`src/include/fsld_pkg.sv`:
```
// package for the fieldbus status lamp driver: timing constants and carriers
// assumes a 100 MHz core clock
package fsld_pkg;

    localparam int unsigned CLK_HZ          = 100_000_000;
    // identification blink: 1 Hz for 3 s
    localparam int unsigned IDENT_BLINK_HZ  = 1;
    localparam int unsigned IDENT_TIME_S    = 3;
    // no-data blink: 2 Hz
    localparam int unsigned NODATA_BLINK_HZ = 2;
    // half periods give the 50 percent duty
    localparam int unsigned IDENT_HALF_CYC  = CLK_HZ / (2 * IDENT_BLINK_HZ);
    localparam int unsigned NODATA_HALF_CYC = CLK_HZ / (2 * NODATA_BLINK_HZ);
    // blink phases in the identification window
    localparam int unsigned IDENT_PHASES    = 2 * IDENT_BLINK_HZ * IDENT_TIME_S;
    localparam int unsigned CNT_W           = 32;
    localparam int unsigned PH_W            = 8;

    typedef struct packed {
        logic watchdog_timeout;
        logic channel_diag;
        logic general_diag;
        logic system_error;
        logic ident_request;
        logic configured;
        logic link_error;
        logic link_up;
        logic cyclic_data;
    } fsld_cond_t;

    typedef struct packed {
        logic system_fault_lamp;
        logic bus_fault_lamp;
    } fsld_lamps_t;

endpackage

```
`src/logic/fsld_top.sv`:
```
// fieldbus status lamp driver: two red lamps from fieldbus stack condition flags
// assumes condition flags may be asynchronous; lamp outputs high means lit
`timescale 1ns/1ps
`default_nettype none

// Notes on behaviour
// - two lamps: system fault and bus fault
// - system lamp dark; ident blinks 1 Hz 3 s
// - system lamp steady on any diagnostic fault, except while ident blinks
// - bus lamp dark without bus error
// - bus lamp steady: unconfigured, link error, no link
// - bus lamp blinks 2 Hz without cyclic data, unless it is steady
module fsld_top
    import fsld_pkg::*;
#(
    parameter int unsigned IDENT_HALF  = IDENT_HALF_CYC,
    parameter int unsigned NODATA_HALF = NODATA_HALF_CYC
) (
    input  wire logic        core_clk,
    input  wire logic        rst_n,
    input  wire fsld_cond_t  cond_in,
    output var fsld_lamps_t  lamps
);

    typedef struct packed {
        fsld_cond_t       cond_s1;
        fsld_cond_t       cond_s2;
        logic             ident_prev;
        logic             ident_act;
        logic [CNT_W-1:0] ident_cnt;
        logic [PH_W-1:0]  ident_ph;
        logic [CNT_W-1:0] nd_cnt;
        logic             nd_ph;
        fsld_lamps_t      lamps;
    } fsld_state_t;

    // lamp modes, one-hot codes
    typedef enum logic [2:0] {
        SYS_DARK   = 3'b001,
        SYS_STEADY = 3'b010,
        SYS_IDENT  = 3'b100
    } fsld_sys_mode_t;

    typedef enum logic [2:0] {
        BUS_DARK   = 3'b001,
        BUS_STEADY = 3'b010,
        BUS_BLINK  = 3'b100
    } fsld_bus_mode_t;

    // true on the last cycle of a half period
    function automatic logic half_end(
        input logic [CNT_W-1:0] cnt,
        input int unsigned      half
    );
        return cnt == CNT_W'(half - 1);
    endfunction

    // next value of a half-period counter, wrapping at its end
    function automatic logic [CNT_W-1:0] half_step(
        input logic [CNT_W-1:0] cnt,
        input int unsigned      half
    );
        if (half_end(cnt, half)) begin
            return '0;
        end
        return cnt + CNT_W'(1);
    endfunction

    // any diagnostic condition that keeps the system lamp steady
    function automatic logic sys_fault_of(
        input fsld_cond_t c
    );
        return c.watchdog_timeout | c.channel_diag | c.general_diag | c.system_error;
    endfunction

    // missing configuration or link keeps the bus lamp steady
    function automatic logic bus_steady_of(
        input fsld_cond_t c
    );
        return !c.configured | c.link_error | !c.link_up;
    endfunction

    fsld_state_t    s_q;
    fsld_state_t    s_d;
    // kept apart from s_q: it is the reset of s_q itself
    logic [1:0]     rst_sync_q;
    logic           rst_sync_n;
    logic           sys_fault;
    logic           bus_steady;
    logic           bus_blink;
    fsld_sys_mode_t sys_mode;
    fsld_bus_mode_t bus_mode;

    // reset released through two flops, asserted immediately
    // an unsynchronised release could split the counters across two edges
    always_ff @(posedge core_clk or negedge rst_n) begin
        if (!rst_n) begin
            rst_sync_q <= 2'h0;
        end else begin
            rst_sync_q <= {rst_sync_q[0], 1'b1};
        end
    end
    assign rst_sync_n = rst_sync_q[1];

    always_comb begin
        s_d = s_q;
        // flags pass two flops before use
        s_d.cond_s1    = cond_in;
        s_d.cond_s2    = s_q.cond_s1;
        s_d.ident_prev = s_q.cond_s2.ident_request;

        sys_fault  = sys_fault_of(s_q.cond_s2);
        bus_steady = bus_steady_of(s_q.cond_s2);
        bus_blink  = !s_q.cond_s2.cyclic_data;

        if (s_q.cond_s2.ident_request && !s_q.ident_prev) begin
            // a new request restarts the 3 s window
            s_d.ident_act = 1'b1;
            s_d.ident_cnt = '0;
            s_d.ident_ph  = '0;
        end else if (s_q.ident_act) begin
            s_d.ident_cnt = half_step(s_q.ident_cnt, IDENT_HALF);
            if (half_end(s_q.ident_cnt, IDENT_HALF)) begin
                if (s_q.ident_ph == PH_W'(IDENT_PHASES - 1)) begin
                    s_d.ident_act = 1'b0;
                    s_d.ident_ph  = '0;
                end else begin
                    s_d.ident_ph = s_q.ident_ph + PH_W'(1);
                end
            end
        end

        // free-running 2 Hz timebase
        // never restarted, so the first half of a blink may be short
        s_d.nd_cnt = half_step(s_q.nd_cnt, NODATA_HALF);
        if (half_end(s_q.nd_cnt, NODATA_HALF)) begin
            s_d.nd_ph = !s_q.nd_ph;
        end

        if (s_q.ident_act) begin
            sys_mode = SYS_IDENT;
        end else if (sys_fault) begin
            sys_mode = SYS_STEADY;
        end else begin
            sys_mode = SYS_DARK;
        end

        if (bus_steady) begin
            bus_mode = BUS_STEADY;
        end else if (bus_blink) begin
            bus_mode = BUS_BLINK;
        end else begin
            bus_mode = BUS_DARK;
        end

        case (sys_mode)
            SYS_IDENT: begin
                s_d.lamps.system_fault_lamp = !s_q.ident_ph[0];
            end
            SYS_STEADY: begin
                s_d.lamps.system_fault_lamp = 1'b1;
            end
            default: begin
                s_d.lamps.system_fault_lamp = 1'b0;
            end
        endcase

        case (bus_mode)
            BUS_STEADY: begin
                s_d.lamps.bus_fault_lamp = 1'b1;
            end
            BUS_BLINK: begin
                s_d.lamps.bus_fault_lamp = !s_q.nd_ph;
            end
            default: begin
                s_d.lamps.bus_fault_lamp = 1'b0;
            end
        endcase
    end

    // both lamps registered
    // lamps come straight from flops, so no glitch reaches the panel
    always_ff @(posedge core_clk or negedge rst_sync_n) begin
        if (!rst_sync_n) begin
            s_q.cond_s1    <= '0;
            s_q.cond_s2    <= '0;
            s_q.ident_prev <= 1'b0;
            s_q.ident_act  <= 1'b0;
            s_q.ident_cnt  <= '0;
            s_q.ident_ph   <= '0;
            s_q.nd_cnt     <= '0;
            s_q.nd_ph      <= 1'b0;
            s_q.lamps      <= '0;
        end else begin
            s_q.cond_s1    <= s_d.cond_s1;
            s_q.cond_s2    <= s_d.cond_s2;
            s_q.ident_prev <= s_d.ident_prev;
            s_q.ident_act  <= s_d.ident_act;
            s_q.ident_cnt  <= s_d.ident_cnt;
            s_q.ident_ph   <= s_d.ident_ph;
            s_q.nd_cnt     <= s_d.nd_cnt;
            s_q.nd_ph      <= s_d.nd_ph;
            s_q.lamps      <= s_d.lamps;
        end
    end

    assign lamps = s_q.lamps;

endmodule

`default_nettype wire

```
`config.mk`:
```
export PLATFORM = sky130hd
export DESIGN_NAME = fsld_top
export DESIGN_NICKNAME = d
export VERILOG_FILES = /design/src/include/fsld_pkg.sv /design/src/logic/fsld_top.sv
export SDC_FILE = /design/constraint.sdc
export NUM_CORES = 1
export LEC_CHECK = 0
export BUFFER_PORTS_ARGS = -buffer_cell sky130_fd_sc_hd__buf_2
export CAP_MARGIN = 10
export CORE_ASPECT_RATIO = 0.7
export CORE_MARGIN = 2
export CORE_UTILIZATION = 56
export DETAILED_ROUTE_END_ITERATION = 16
export PLACE_DENSITY_LB_ADDON = 0.12
export SKIP_LAST_GASP = 1
export SYNTH_ARGS = -nofsm -noshare
export SYNTH_HDL_FRONTEND = slang
export SYNTH_SLANG_ARGS = --single-unit
```
`constraint.sdc`:
```
create_clock -name core_clk -period 2.7 [get_ports core_clk]
set_input_delay 0.81 -clock core_clk [delete_from_list [all_inputs] [get_ports core_clk]]
set_output_delay 0.81 -clock core_clk [all_outputs]
set_load 0.01 [all_outputs]
```
==> impl_results.md <==
- Leak pwr: between 2 and 2.5 nW
- RSZ-0062 raised after global routing: no
- Via count: 3731
- PD cells: 549 nW/um^2
- Die extent in y: ~80 um
- Mean Syn Cell Area: 9.98 um^2
- Multi-input gate area: about 2100 um^2
- Yosys warnings: 0
- Setup-failing EPs final: 0
- Fin crit share: 0.845
- CTS clock-pin slew for the worst setup and hold paths: 0.07 ns
- EDFF count, synth: 0
- Synth Net Count: roughly 480
- Post-DRT Antenna Nets: 0
- Setup crit end kind: flip-flop
- Status: complete, but fails checks
- Synth Instances: between 400 and 500
- Root buf cell: clkbuf_16
- Critical Path AT: 2.49 ns
- DRC: 1
- Top cell type's share of synthesized area: 0.520
- Failing checks: DRC
- Synth area leader: dfrtp_1
- Grt total ovfl: 0
- Yosys reg bits: 97
- Total Routing Usage GR: 0.246
- Global-route wire length before repair: 17.4 mm
- Synthesized area: about 4700 um^2
- Worst slew pin tran: about 0.62 ns
- Port-buffer cells: 12
- Reg area: 2430 um^2
- Hold Path Class: input pin to async pin
- Initial Util: 0.586
- Layout cells sized above 1: 0.102
- WP data required: roughly 2.9 ns
- Slew margin rel.: 0.583
- # rows: 27
- Crit-path max cell delay: ~0.52 ns
- Placer Congestion: approximately 0.87
- Top Ports: 13
- Vias in the first global route: approximately 3500
- Min Tclk post-route: around 2.3 ns
- Chip width: between 100 and 150 um
- Final hold vios: 0
- Worst-Skew Late Latency: about 0.34 ns
- CTS sink count: between 90 and 100
- Crit-path max FO: 20
- Seq/Total Area, Yosys: 0.520
- Hpwl dp: ~7.0 mm
- Synth area leaders: dfrtp_1 (52%), nand3_1 (5.8%), nand2_1 (3.9%), nand4_1 (3.6%), xnor2_1 (3.4%)
- Setup Crit Path Kind: flip-flop to flip-flop
- Router iterations before antenna repair: 11
- Largest net degree at the start of global routing: just under 50
- Setup ws final: around 0.42 ns
- Area Overhead vs Synth: 10.6%
- CP cell instances: ha_1 > nand2_1 > nor4_4 > nand3_2 > o21ai_1 > a31oi_1
- Fill count: between 600 and 700
- Post-CTS Repair Setup Buffers: 0
- Via density: about 6.3
- WL/cell: 16.8 um
- CTS Buf Count: 9
- Type of origin of the critical path: flip-flop
- Worst R2R End: s_q[37]
- Place WS: ~0.45 ns
- TritonCTS clock tree: yes
- Detailed Route WL: between 9 and 10 mm
- Initial antenna violation count: 0
- Slowest-stage cell, CP: o21ai_1
- Post-CTS Hold Fix Bufs: 0
- Pins Over Slew Limit: 0
- Reg2reg start: s_q[43]
- # nets final: 499
- PostCTS Resize Cnt: 0
- Core area: 7970 um^2
- Starting DRC count in detailed routing: ~270
- Yosys cell types: 53
- Crit path to: s_q[37]
- Setup Skew: 0.00840 ns
- Setup TNS: 0 ns
- H-tree lvl count: 3
- R2r worst-path depth: 6
- Reg2Reg Setup Slack: approximately 0.42 ns
- Crit. Startpoint: s_q[43]
- Clk buf depth: 2
- Maximum VDD drop: a little over 0.4 mV
- Die ar.: approximately 9100 um^2
- Top FF cell, synth: dfrtp_1
- Antenna cells: 0
- Fmax: approximately 440 MHz
- Synth async-reset ratio: 1.00
- Maxcap violations: 0
==> how the worst min path moves through the flow <==
stage	from	end	cells past startpoint
finish	rst_n	rst_sync_q[1]	1
floorplan	rst_sync_q[0]	rst_sync_q[1]	0
CTS	rst_n	rst_sync_q[1]	1
global placement	s_d[82]	s_q[82]	0
global route	rst_n	rst_sync_q[1]	1
detailed placement	rst_sync_q[0]	rst_sync_q[1]	0
==> cell usage after synthesis (all sizes together) (2+ instances only) <==
cell type and number:
and2 3, o311ai 3, o22ai 2, mux2i 2, o2111ai 6, nor2b 2, nor2 35, clkbuf 14
nor3 8, nand2 50, xor2 14, inv 13, xnor2 18, or4 7, dfrtp 97, and4 11
a31oi 9, nand3 56, or3 14, o21ai 15, nor4 14, o211ai 2, nand4 28, nand2b 3
a21oi 5, buf 3, or2 2, and3 9, ha 4, nor4b 7
==> critical path, delay by kind of cell (launching register included) <==
family	cells	cell delay (ns)
flops	1	0.38
fa+ha+maj	1	0.20
simple gates	3	0.90
compound gates	2	0.67
==> final cells by class <==
type,instances,share of cell area
Clock buffer,9,0.0436
Clock inverter,7,0.0126
Inverter,13,0.00945
Multi-Input combinational cell,341,0.411
Sequential cell,97,0.471
Tap cell,101,0.0245
Timing Repair Buffer,22,0.0286
==> routing by layer <==
| layer | GRT usage | wire (um) | up-vias |
|---|---|---|---|
| met4 | 0.0878 | 115 | 0 |
| met5 | 0 | 0 | - |
| met1 | 0.369 | 4960 | 1818 |
| li1 | - | - | 1766 |
| met3 | 0.0740 | 747 | 10 |
| met2 | 0.337 | 4120 | 137 |
==> per-stage QoR <==
step | cells | utilization | cell area, um^2 | hold WS [ns] | power (mW)
6_report | 590 | 0.648 | 5160 | 0.235 | 2.84
5_1_grt | 590 | 0.648 | 5160 | 0.217 | 2.95
4_1_cts | 590 | 0.648 | 5160 | 0.222 | 2.88
3_5_place_dp | 574 | 0.611 | 4870 | 0.336 | 1.66
3_3_place_gp | 574 | 0.611 | 4870 | 0.333 | 1.66
2_1_floorplan | 468 | - | 4670 | 0.331 | 1.62
==> state kept, by name (all words and copies together), names as in the netlist <==
register	count
s_q	83
lamps	2
rst_sync_q	2
s_d	10
==> cell usage in the layout, fill, tap and decap left out, types with 10 or more instances in the layout <==
master   synthesis  routed
o21ai_0         12      12
or3_1           14      14
buf_2            1      12
xnor2_1         18      18
inv_1           13      13
nor2_1          35      35
nand4_1         27      27
and4_1          11      11
dfrtp_1         97      96
nand3_1         54      54
nand2_1         49      49
nor4_1          10      10
xor2_1          14      14
==> cells by family (layout without fill, tap and decap cells) <==
family                     after synthesis  after routing  synth area share
xor gates and xnor gates                32             32            0.0600
other                                    1              1          0.000803
adders and majority gates                4              4            0.0107
muxes                                    2              2           0.00429
AOI/OAI and AO/OA                       51             51            0.0732
buffers and inverters                   30             51            0.0260
DFF                                     97             97             0.520
and+or+nand+nor                        251            251             0.305
==> report_power, final <==
part / switching, mW / internal, mW / total, mW
Combinational: 0.0643 / 0.0377 / 0.102
Clock: 0.560 / 0.641 / 1.20
Sequential: 0.0412 / 1.49 / 1.53
Total: 0.666 / 2.17 / 2.84
Power figures use the tool's default switching activity.
